`config.mk`:
```
export PLATFORM = sky130hd
export DESIGN_NAME = rxb_error_bist
export DESIGN_NICKNAME = d
export VERILOG_FILES = /design/src/design/rxb_pkg.sv /design/src/design/rxb_prbs_engine.sv /design/src/design/rxb_error_bist.sv
export SDC_FILE = /design/constraint.sdc
export NUM_CORES = 1
export LEC_CHECK = 0
export BUFFER_PORTS_ARGS = -buffer_cell sky130_fd_sc_hd__buf_2
export CAP_MARGIN = 25
export CORE_ASPECT_RATIO = 1.4
export CORE_MARGIN = 2
export CORE_UTILIZATION = 35
export DETAILED_ROUTE_END_ITERATION = 16
export REMOVE_ABC_BUFFERS = 1
export SLEW_MARGIN = 20
export SYNTH_ARGS = -nofsm -noshare
export SYNTH_HDL_FRONTEND = slang
export SYNTH_SLANG_ARGS = --single-unit
export TNS_END_PERCENT = 1
```
`constraint.sdc`:
```
create_clock -name mclk -period 4.7 [get_ports mclk]
set_input_delay 0.47 -clock mclk [delete_from_list [all_inputs] [get_ports mclk]]
set_output_delay 0.47 -clock mclk [all_outputs]
set_load 0.02 [all_outputs]
```
`src/design/rxb_pkg.sv`:
```
// constants shared by the receive error counter and self-test control block
package rxb_pkg;

    localparam int ADDR_W = 5;
    localparam int DATA_W = 16;

    // register offsets
    localparam logic [4:0] ADDR_PHY_CTRL  = 5'h11;
    localparam logic [4:0] ADDR_INT_CTRL  = 5'h12;
    localparam logic [4:0] ADDR_RX_ERR    = 5'h15;
    localparam logic [4:0] ADDR_SELF_TEST = 5'h16;
    localparam logic [4:0] ADDR_PRBS_ERR  = 5'h1b;

    // phy_specific_control fields
    localparam int PSC_INT_OUT_EN_BIT = 0;
    localparam int PSC_INT_EN_BIT     = 1;

    // interrupt control fields
    localparam int INT_RX_ERR_HALF_FULL_ENABLE_BIT   = 0;
    localparam int INT_RE_HF_PEND_BIT = 8;

    // self_test_control fields
    localparam int STC_WRAP_BIT     = 14;
    localparam int STC_PAYLOAD_BIT  = 13;
    localparam int STC_GEN_EN_BIT   = 12;
    localparam int STC_LOCK_BIT     = 11;
    localparam int STC_LOSS_BIT     = 10;
    localparam int STC_GEN_STAT_BIT = 9;
    localparam int STC_POWER_BIT    = 8;

    // receive error counter limits and reset values
    localparam logic [15:0] RX_ERR_MAX   = 16'hffff;
    localparam logic [15:0] RX_ERR_HALF  = 16'h7fff;
    localparam logic [15:0] RX_ERR_RST   = 16'h0000;
    localparam logic [15:0] DATA_ZERO    = 16'h0000;
    localparam logic        CTRL_RST     = 1'b0;

    // prbs engine defaults
    localparam logic [14:0] PRBS_SEED    = 15'h7fff;
    localparam logic [7:0]  CONST_BYTE   = 8'ha5;
    localparam int          PKT_BITS_DEF = 512;
    localparam int          GAP_BITS_DEF = 96;
    localparam int          LOCK_RUN_DEF = 32;
    localparam int          LOSS_RUN_DEF = 4;
    localparam int          ERR_W_DEF    = 16;

endpackage

```
`src/design/rxb_prbs_engine.sv`:
```
// prbs packet generator and checker with its error counter
`timescale 1ns/10ps

module rxb_prbs_engine
    import rxb_pkg::*;
#(
    parameter int PKT_BITS = PKT_BITS_DEF,
    parameter int GAP_BITS = GAP_BITS_DEF,
    parameter int LOCK_RUN = LOCK_RUN_DEF,
    parameter int LOSS_RUN = LOSS_RUN_DEF,
    parameter int ERR_W    = ERR_W_DEF
)
(
    input  wire logic             mclk,          // system clock
    input  wire logic             reset,         // synchronous reset
    input  wire logic             genEnable,     // packet generation enable
    input  wire logic             payloadSel,    // 1 prbs packets, 0 one constant packet
    input  wire logic             wrapSel,       // 1 error counter wraps, 0 stops
    input  wire logic             errClear,      // clear error count (read side effect)
    input  wire logic             rxBit,         // received bit
    input  wire logic             rxBitValid,    // received bit qualifier
    output logic                  txBit,         // generated bit
    output logic                  txBitValid,    // generated bit qualifier
    output logic                  genActive,     // generator producing packets
    output logic                  locked,        // checker in sync
    output logic                  syncLossPulse, // one cycle on loss of sync
    output logic                  errWrapPulse,  // one cycle when counter wraps
    output logic [ERR_W-1:0]      errCount       // checker error count
);

    typedef enum logic [1:0] {GEN_IDLE, GEN_SEND, GEN_GAP, GEN_DONE} rxb_gen_t;

    if (PKT_BITS < 8 || PKT_BITS > 65535 || GAP_BITS < 1 || GAP_BITS > 65535 ||
        LOCK_RUN < 16 || LOCK_RUN > 255 || LOSS_RUN < 1 || LOSS_RUN > 255 || ERR_W < 2)
    begin : g_bad_params
        $error("rxb_prbs_engine: parameter out of range");
    end

    localparam logic [15:0]      PKT_LAST  = 16'(PKT_BITS - 1);
    localparam logic [15:0]      GAP_LAST  = 16'(GAP_BITS - 1);
    localparam logic [7:0]       LOCK_LAST = 8'(LOCK_RUN - 1);
    localparam logic [7:0]       LOSS_LAST = 8'(LOSS_RUN - 1);
    localparam logic [ERR_W-1:0] ERR_MAX   = '1;

    rxb_gen_t          genState;
    rxb_gen_t          next_genState;
    logic [15:0]       bitCnt;
    logic [14:0]       genLfsr;
    logic [7:0]        constShift;
    logic [14:0]       chkHist;
    logic [7:0]        matchRun;
    logic [7:0]        missRun;

    wire               checkerOn  = payloadSel;
    wire               sending    = (genState == GEN_SEND);
    wire               genFb      = genLfsr[14] ^ genLfsr[13];
    wire               predicted  = chkHist[14] ^ chkHist[13];
    wire               rxMatch    = (rxBit == predicted);
    wire               checkBit   = checkerOn && rxBitValid;
    wire               badBit     = checkBit && locked && !rxMatch;
    wire [ERR_W-1:0]   errBase    = errClear ? '0 : errCount;
    wire               errAtMax   = (errBase == ERR_MAX);

    always_comb
    begin
        next_genState = genState;
        case (genState)
            GEN_IDLE:
                if (genEnable)
                    next_genState = GEN_SEND;
            GEN_SEND:
                if (!genEnable)
                    next_genState = GEN_IDLE;
                else if (bitCnt == PKT_LAST)
                    next_genState = payloadSel ? GEN_GAP : GEN_DONE;
            GEN_GAP:
                if (!genEnable)
                    next_genState = GEN_IDLE;
                else if (bitCnt == GAP_LAST)
                    next_genState = GEN_SEND;
            GEN_DONE:
                if (!genEnable)
                    next_genState = GEN_IDLE;
            default:
                next_genState = GEN_IDLE;
        endcase
    end

    always_ff @(posedge mclk)
    begin
        if (reset)
        begin
            genState   <= GEN_IDLE;
            bitCnt     <= 16'h0000;
            genLfsr    <= PRBS_SEED;
            constShift <= CONST_BYTE;
            txBit      <= 1'b0;
            txBitValid <= 1'b0;
            genActive  <= 1'b0;
        end
        else
        begin
            genState   <= next_genState;
            bitCnt     <= (next_genState != genState) ? 16'h0000 : bitCnt + 16'h0001;
            txBitValid <= sending;
            txBit      <= payloadSel ? genLfsr[14] : constShift[7];
            genActive  <= (genState == GEN_SEND) || (genState == GEN_GAP);
            if (sending && payloadSel)
                genLfsr <= {genLfsr[13:0], genFb};
            if (sending)
                constShift <= {constShift[6:0], constShift[7]};
            if (genState == GEN_IDLE)
                constShift <= CONST_BYTE;
        end
    end

    // self-synchronising checker: history holds the last received bits
    always_ff @(posedge mclk)
    begin
        if (reset)
        begin
            chkHist       <= 15'h0000;
            matchRun      <= 8'h00;
            missRun       <= 8'h00;
            locked        <= 1'b0;
            syncLossPulse <= 1'b0;
        end
        else
        begin
            syncLossPulse <= 1'b0;
            if (!checkerOn)
            begin
                locked   <= 1'b0;
                matchRun <= 8'h00;
                missRun  <= 8'h00;
            end
            else if (rxBitValid)
            begin
                chkHist <= {chkHist[13:0], rxBit};
                if (!locked)
                begin
                    matchRun <= rxMatch ? matchRun + 8'h01 : 8'h00;
                    if (rxMatch && matchRun == LOCK_LAST)
                        locked <= 1'b1;
                end
                else if (!rxMatch)
                begin
                    missRun <= missRun + 8'h01;
                    if (missRun == LOSS_LAST)
                    begin
                        locked        <= 1'b0;
                        syncLossPulse <= 1'b1;
                        matchRun      <= 8'h00;
                        missRun       <= 8'h00;
                    end
                end
                else
                    missRun <= 8'h00;
            end
        end
    end

    always_ff @(posedge mclk)
    begin
        if (reset)
        begin
            errCount     <= '0;
            errWrapPulse <= 1'b0;
        end
        else
        begin
            errWrapPulse <= badBit && errAtMax && wrapSel;
            if (badBit && errAtMax)
                errCount <= wrapSel ? '0 : errBase;
            else if (badBit)
                errCount <= errBase + ERR_W'(1);
            else
                errCount <= errBase;
        end
    end

endmodule

```
`src/design/rxb_error_bist.sv`:
```
// receive error counter, interrupt gating and self-test control registers
//
// Design decision made here: the strobed register port.
`timescale 1ns/10ps

// Notes on behaviour
// - count one receive error per symbol error while data valid and carrier
// - no counting while mii loopback is active
// - receive error counter stops at ffff, never wraps
// - raise half-full event when count passes 7fff
// - reading the receive error counter returns count and clears it
// - half-full pending flag clears on read, enable gates only the interrupt
// - interrupt output needs both global interrupt control bits set
// - wrap mode: checker counter pulses at max and restarts at zero
// - single mode: checker error counter stops at its maximum
// - prbs payload: generator sends packets continuously, checker stays active
// - constant payload: generator sends one packet, prbs gen and check off
// - packet generation enable turns generator on or off, resets to zero
// - lock status bit shows checker synchronised
// - sync loss bit latches high when checker loses sync
// - generator status bit shows generator active
// - power mode bit is one in normal power, zero in sleep
// - self-test control bits 15 and 7 read zero, writes ignored
module rxb_error_bist
    import rxb_pkg::*;
#(
    parameter int PKT_BITS = PKT_BITS_DEF,
    parameter int GAP_BITS = GAP_BITS_DEF,
    parameter int LOCK_RUN = LOCK_RUN_DEF,
    parameter int LOSS_RUN = LOSS_RUN_DEF
)
(
    input  wire logic              mclk,          // 200 MHz clock
    input  wire logic              reset,         // synchronous, active high
    input  wire logic [ADDR_W-1:0] regAddr,       // register address
    input  wire logic [DATA_W-1:0] regWrData,     // register write data
    input  wire logic              regWrite,      // write strobe
    input  wire logic              regRead,       // read strobe
    output logic      [DATA_W-1:0] regRdData,     // read data, cycle after strobe
    input  wire logic              rxDataValid,   // receive data valid
    input  wire logic              rxCarrier,     // valid carrier present
    input  wire logic              rxSymbolError, // invalid data symbol this cycle
    input  wire logic              miiLoopback,   // mii loopback mode active
    input  wire logic              normalPower,   // 1 normal power, 0 sleep
    input  wire logic              rxBit,         // received bit for checker
    input  wire logic              rxBitValid,    // received bit qualifier
    output logic                   txBit,         // generated bit
    output logic                   txBitValid,    // generated bit qualifier
    output logic                   prbsErrWrap,   // checker counter wrap pulse
    output logic                   intOut         // interrupt, active high
);

    function automatic logic addrHit(input logic [ADDR_W-1:0] addr,
                                     input logic [ADDR_W-1:0] target);
        addrHit = (addr == target);
    endfunction

    logic [15:0]       rxErrCount;
    logic              rxErrHalfPending;
    logic              rxErrHalfEnable;
    logic              intGlobalEn;
    logic              intOutEn;
    logic              wrapSel;
    logic              payloadSel;
    logic              genEnable;
    logic              syncLost;
    logic              powerNormal;
    logic              genActive;
    logic              locked;
    logic              syncLossPulse;
    logic [15:0]       prbsErrCount;
    logic [15:0]       readWord;

    // address decode
    wire selPhyCtrl  = addrHit(regAddr, ADDR_PHY_CTRL);
    wire selIntCtrl  = addrHit(regAddr, ADDR_INT_CTRL);
    wire selRxErr    = addrHit(regAddr, ADDR_RX_ERR);
    wire selSelfTest = addrHit(regAddr, ADDR_SELF_TEST);
    wire selPrbsErr  = addrHit(regAddr, ADDR_PRBS_ERR);

    wire rdRxErr    = regRead && selRxErr;
    wire rdIntCtrl  = regRead && selIntCtrl;
    wire rdSelfTest = regRead && selSelfTest;
    wire rdPrbsErr  = regRead && selPrbsErr;
    wire wrPhyCtrl  = regWrite && selPhyCtrl;
    wire wrIntCtrl  = regWrite && selIntCtrl;
    wire wrSelfTest = regWrite && selSelfTest;

    // receive error counting; an error in the read cycle lands after the clear
    wire        rxErrEvent = rxDataValid && rxCarrier && rxSymbolError
                             && !miiLoopback;
    wire [15:0] rxErrBase  = rdRxErr ? RX_ERR_RST : rxErrCount;
    wire        rxErrInc   = rxErrEvent && (rxErrBase != RX_ERR_MAX);
    wire        halfEvent  = rxErrInc && (rxErrBase == RX_ERR_HALF);
    wire [15:0] next_rxErrCount  = rxErrInc ? rxErrBase + 16'h0001 : rxErrBase;
    wire        next_halfPending = halfEvent ||
                                   (rxErrHalfPending && !rdIntCtrl);
    wire        next_syncLost    = syncLossPulse ||
                                   (syncLost && !rdSelfTest);
    // global gate kept after the pending flag so status still records events
    wire        next_intOut      = rxErrHalfPending && rxErrHalfEnable
                                   && intGlobalEn && intOutEn;

    wire [15:0] phyCtrlWord  = {14'h0000, intGlobalEn, intOutEn};
    wire [15:0] intCtrlWord  = {7'h00, rxErrHalfPending, 7'h00, rxErrHalfEnable};
    // lower loopback bits are not part of this block and read as zero
    wire [15:0] selfTestWord = {1'b0,
                                wrapSel, payloadSel, genEnable,
                                locked,
                                syncLost,
                                genActive,
                                powerNormal,
                                8'h00};

    always_comb
    begin
        if (selPhyCtrl)
            readWord = phyCtrlWord;
        else if (selIntCtrl)
            readWord = intCtrlWord;
        else if (selRxErr)
            readWord = rxErrCount;
        else if (selSelfTest)
            readWord = selfTestWord;
        else if (selPrbsErr)
            readWord = prbsErrCount;
        else
            readWord = DATA_ZERO;
    end

    always_ff @(posedge mclk)
    begin
        if (reset)
            regRdData <= DATA_ZERO;
        else
            regRdData <= regRead ? readWord : DATA_ZERO;
    end

    always_ff @(posedge mclk)
    begin
        if (reset)
        begin
            rxErrCount       <= RX_ERR_RST;
            rxErrHalfPending <= CTRL_RST;
            syncLost         <= CTRL_RST;
            intOut           <= CTRL_RST;
            powerNormal      <= CTRL_RST;
        end
        else
        begin
            rxErrCount       <= next_rxErrCount;
            rxErrHalfPending <= next_halfPending;
            syncLost         <= next_syncLost;
            intOut           <= next_intOut;
            powerNormal      <= normalPower;
        end
    end

    always_ff @(posedge mclk)
    begin
        if (reset)
        begin
            intGlobalEn     <= CTRL_RST;
            intOutEn        <= CTRL_RST;
            rxErrHalfEnable <= CTRL_RST;
            wrapSel         <= CTRL_RST;
            payloadSel      <= CTRL_RST;
            genEnable       <= CTRL_RST;
        end
        else
        begin
            if (wrPhyCtrl)
            begin
                intGlobalEn <= regWrData[PSC_INT_EN_BIT];
                intOutEn    <= regWrData[PSC_INT_OUT_EN_BIT];
            end
            if (wrIntCtrl)
                rxErrHalfEnable <= regWrData[INT_RX_ERR_HALF_FULL_ENABLE_BIT];
            if (wrSelfTest)
            begin
                wrapSel    <= regWrData[STC_WRAP_BIT];
                payloadSel <= regWrData[STC_PAYLOAD_BIT];
                genEnable  <= regWrData[STC_GEN_EN_BIT];
            end
        end
    end

    rxb_prbs_engine #(
        .PKT_BITS (PKT_BITS),
        .GAP_BITS (GAP_BITS),
        .LOCK_RUN (LOCK_RUN),
        .LOSS_RUN (LOSS_RUN),
        .ERR_W    (DATA_W)
    ) u_engine (
        .mclk          (mclk),
        .reset         (reset),
        .genEnable     (genEnable),
        .payloadSel    (payloadSel),
        .wrapSel       (wrapSel),
        .errClear      (rdPrbsErr),
        .rxBit         (rxBit),
        .rxBitValid    (rxBitValid),
        .txBit         (txBit),
        .txBitValid    (txBitValid),
        .genActive     (genActive),
        .locked        (locked),
        .syncLossPulse (syncLossPulse),
        .errWrapPulse  (prbsErrWrap),
        .errCount      (prbsErrCount)
    );

endmodule

```
; ---- Word-level counts from Yosys, hierarchy flattened
; Index checks and enable logic that the tools add are counted.
[op_classes]
n_bitwise = 6
n_eq_ne = 19
n_mux = 31
n_addsub = 5
reduce_logical = 42
[ops]
columns = op, n
row1 = 2-to-1 mux 16 bit, 9
row2 = adder 16 x 1 -> 16 bit (second input constant), 3
row3 = 2-to-1 mux 8 bit, 6
row4 = == test 5 bit (second input constant), 5
row5 = logical AND 1 bit, 24
row6 = adder 8 x 1 -> 8 bit (second input constant), 2
row7 = == test 16 x 15 -> 1 bit (second input constant), 1
row8 = == test 16 bit (second input constant), 1
row9 = == test 16 x 7 -> 1 bit (second input constant), 1
row10 = == test 16 x 9 -> 1 bit (second input constant), 1
row11 = inequality test 16 bit (second input constant), 1
row12 = 2-to-1 mux 2 bit, 7
row13 = 2-to-1 mux 9 bit, 1
row14 = == test 8 x 2 -> 1 bit (second input constant), 1
row15 = == test 8 x 5 -> 1 bit (second input constant), 1
row16 = one-hot mux 2 bit (4 select lines), 1
row17 = OR reduction 2 bit, 4
row18 = 2-to-1 mux 1 bit, 7
row19 = OR reduction 5 bit, 1
row20 = == test 2 bit (second input constant), 2
row21 = zero test 1 bit, 4
row22 = inequality test 2 bit (second input constant), 2
row23 = NOT 1 bit, 4
row24 = AND reduction 2 bit, 2
row25 = 9 further kinds, 12
[totals]
wordCells = 131
reg_bits = 136
inputBits = 32

; ---- Longest topological paths before layout
[logic_depth]
ltp_word = 7
depth_mapped = 12

; ---- Modules after synthesis
; A second synthesis with hierarchy kept.
[unflattened]
hier_cells = 762
hier_area_um2 = 6507.5
[by_module_without_submodules]
columns = module, cells_per_inst, instances, area_each_um2, seq_area_each_um2
row1 = rxb_prbs_engine, 519, 1, 4327.9, 1881.8
row2 = rxb_error_bist, 243, 1, 2179.6, 840.8

; ---- Worst setup path after synthesis
; OpenSTA, ideal clock, no wires.
[synth_timing]
path_type = input-to-reg
startpoint = in regAddr[1]
endpoint = reg rxErrCount[13]
path_buffers = 1
setup_ps = 71
required_time_ps = 4629
t_arrival_ps = 3060
setup_slack_ps = 1570
cell_stages = 10
cell_sequence = nor4bb_1 -> nand3_1 -> clkbuf_1 -> and2_1 -> ha_1 -> and2_1 -> nor3b_2 -> or4b_1 -> or3_1 -> a21oi_1
[synth_between]
elab_chain_cells = 6
word_cells_on_any_way = 7
classes_between = add/sub: 1 / eq/ne: 2 / mux: 2 / reduce/logical: 2
[synth_lines]
columns = element, line
row1 = "start, declared", rxb_error_bist.sv:35  ; input wire logic [ADDR_W-1:0] regAddr,
row2 = == test 5 bit (*), rxb_error_bist.sv:55  ; addrHit = (addr == target);
row3 = logical AND 1 bit (*), rxb_error_bist.sv:81  ; wire rdRxErr = regRead && selRxErr;
row4 = 2-to-1 mux 16 bit (*), rxb_error_bist.sv:92  ; wire [15:0] rxErrBase = rdRxErr ? RX_ERR_RST : rxErrCount;
row5 = branches (longest 2 deep; another with adder 16 x 1 -> 16 bit), --
row6 = 2-to-1 mux 16 bit (*), rxb_error_bist.sv:95  ; wire [15:0] next_rxErrCount = rxErrInc ? rxErrBase + 16'h0001 : rxErrBase;
row7 = "end signal, assigned", rxb_error_bist.sv:151  ; rxErrCount <= next_rxErrCount;
row8 = "end, declared", rxb_error_bist.sv:58  ; logic [15:0] rxErrCount;
; Mark *: on every way between the ends.
; A chain may end at the register's enable or synchronous reset.

; ---- Worst setup path after layout
[layout_timing]
startpoint = in regAddr[4]
endpoint = reg rxErrCount[13]
; Same word-level chain as after synthesis.

==> metrics.txt <==
hold buffer count at cts=0; Switching Fraction=0.222; DRT iter0 DRCs=421; final hold viol count=0; fin crit share=0.666; RSZ-0062 raised after global routing=no; crit path launch type=input port; PD cells=350 mW/mm^2; TritonCTS clock tree=done; Synth area leaders=dfxtp_1 44%, nand2_1 5.2%, a21oi_1 4.5%, nand3_1 3.2%, nor2_1 2.8%; Cell Chain, Critical Path=buf_2 -> nor4bb_1 -> nand3_1 -> buf_4 -> and2_1 -> ha_1 -> and2_1 -> nor3b_2 -> or4b_1 -> or3_1 -> a21oi_1; height of the die=161 um; CP bufs+invs=2; post-route setup TNS=0 ns; Mapped Avg Cell Area=around 8.7 sq um; commonest cells after routing, fill and taps aside=136 x dfxtp_1, 85 x nand2_1, 56 x a21oi_1; die width=around 120 um; Worst EP arrival=roughly 3.5 ns; Reg power frac=0.467; CP max stage cell=nor4bb_1; Unique masters post-synth=66; Worst-path clk slew=~0.06 ns; post-place setup slack=1.17 ns; drt total wl=14100 um; gpl congestion=0.830; NumNets Final=773; post-synthesis async set-or-reset flop share=0; CP Class=input port to register; relative slew slack=0.398; Root Buffer=clkbuf_16; Final min period=3.13 ns; total power=0.00249 W; row count=57; number of port buffers=40; Comb power frac=0.026; drt first pass iters=4; DRC Markers=0; total die area=0.0188 sq mm; fin. max-slew vios=0; layout cell share with drive strength beyond 1=0.111; number of global-route vias before repair=4971; status=complete, no violations; FF+latch count, synth=136; Main synth FF type=dfxtp_1; CTS resizes=0; cell count after synthesis=just over 700; Worst path max stage delay=~0.6 ns; Initial Util=0.357; vias=5146; largest net degree at the start of global routing=39; final setup margin=1.57 ns; CP Max Fanout=14; ant diodes=0; peak supply drop=between 0.2 and 0.3 mV; most common cell after layout, fill and taps aside=dfxtp_1; leakage power=about 2.4 nW; Post-synth EDFFs=0; Clock Skew=about 0.012 ns; setup bufs post-CTS=0; CORE AREA=around 0.017 sq mm; htree depth=4; CTS buffer count=17; Total GRT Usage=0.158; mapped cell area=approximately 0.0062 sq mm; I/O pin count=52; Final setup viols=0; Worst Hold Class=input port to register; clk buf depth=2; fraction of the yosys area taken by sequential cells=0.440; drt wl/cell=14.4 um; CP required=slightly above 5 ns; Clock Sinks=136; delay-heaviest family, CP=simple AND/OR/NAND/NOR gates; initial antenna violation count=0; DP HPWL=9720 um; Clock power frac=0.507; first-pass GRT wire length=23700 um; final global-route overflow total=0; CP most frequent cell=and2_1; Synth area leader=dfxtp_1; internal power=0.00194 W; Worst-Margin Slew=between 0.9 and 1 ns; Yosys top cell area share=0.440; Psw=0.000552 W; Placed Instances=949; final cell count without fillers=981; Max Cap Violations=0; via/cell ratio=5.25; Layout Utilization=0.410; Ys Warns=0; Layout area overhead=14.9%; Highest Clock Rate=0.319 GHz; Fill cells=1737; critical path endpoint category=register; Worst-Skew Late Latency=roughly 0.42 ns; Final ANT Viol Nets=0
cells by family (layout without fill, tap and decap cells):
logic type / count (synthesis) / in the layout / synth area share
DFF: 136 / 136 / 0.440
muxes: 18 / 18 / 0.0293
buffers and inverters: 53 / 85 / 0.0338
AOI/OAI and AO/OA: 138 / 138 / 0.149
xor gates and xnor gates: 40 / 40 / 0.0613
and+or+nand+nor: 319 / 319 / 0.268
adders and majority gates: 9 / 9 / 0.0182
Yosys cell counts (9+ instances only):
cell      number
nand4_1       23
nand3_1       39
nor2_1        46
clkbuf_1      39
dfxtp_1      136
xor2_1        19
a211o_1       16
and3_1        27
ha_1           9
o21ai_0       12
nand2b_1      10
nor3_1        29
nand2_1       85
mux2i_1       17
a22oi_1       16
xnor2_1       19
or3_1          9
and2_1        11
a21oi_1       56
worst paths after layout:
path                                               to              startpoint  depth (start not counted)  slack (ns)
worst min-delay path                      powerNormal             normalPower                          2        0.26
worst max-delay path                   rxErrCount[13]              regAddr[4]                         11        1.57
worst max register to register  u_engine.errCount[14]    u_engine.errCount[0]                          7        2.02
worst min register to register               syncLost  u_engine.syncLossPulse                          2        0.44
area by class of cell:
| cell class | count | area [sq um] | share of cell area |
|---|---|---|---|
| Clock buffer | 22 | 464 | 0.0653 |
| Clock inverter | 10 | 96.3 | 0.0136 |
| Inverter | 8 | 30.0 | 0.00422 |
| Multi-Input combinational cell | 524 | 3260 | 0.459 |
| Sequential cell | 136 | 2720 | 0.383 |
| Tap cell | 236 | 295 | 0.0415 |
| Timing Repair Buffer | 45 | 238 | 0.0334 |
per-stage QoR:
stage	hold slack [ns]	area [sq um]
finish	0.262	7110
global route	0.294	7110
CTS	0.252	7100
detailed placement	0.430	6540
global placement	0.422	6540
floorplan	0.413	6010
sequential cells by signal, indices dropped and copies added, names as in the netlist, 2 cells and up:
name and count:
regRdData 16, rxErrCount 16, u_engine.bitCnt 16, u_engine.errCount 16
u_engine.chkHist 15, u_engine.genLfsr 15, u_engine.constShift 8, u_engine.matchRun 8
u_engine.missRun 8, u_engine.genState 2
per-layer routing:
layer / vias up / wire length (um) / global-route usage / part of all wire
met5: - / 0 / 0 / 0
met4: 0 / 241 / 0.0601 / 0.017
met3: 19 / 485 / 0.0417 / 0.034
met2: 109 / 7270 / 0.279 / 0.51
met1: 2399 / 6130 / 0.178 / 0.43
li1: 2619 / - / - / -
power groups by stage:
stage	Clock [W]	Sequential, W	Combinational [W]
2_1_floorplan	0	0.00119	0.0000293
4_1_cts	0.00129	0.00116	0.0000651
6_report	0.00126	0.00116	0.0000647
3_5_place_dp	0	0.00119	0.0000648
3_3_place_gp	0	0.00119	0.0000648
5_1_grt	0.00134	0.00116	0.0000714
Note: power is estimated with default switching activity, not from simulation.
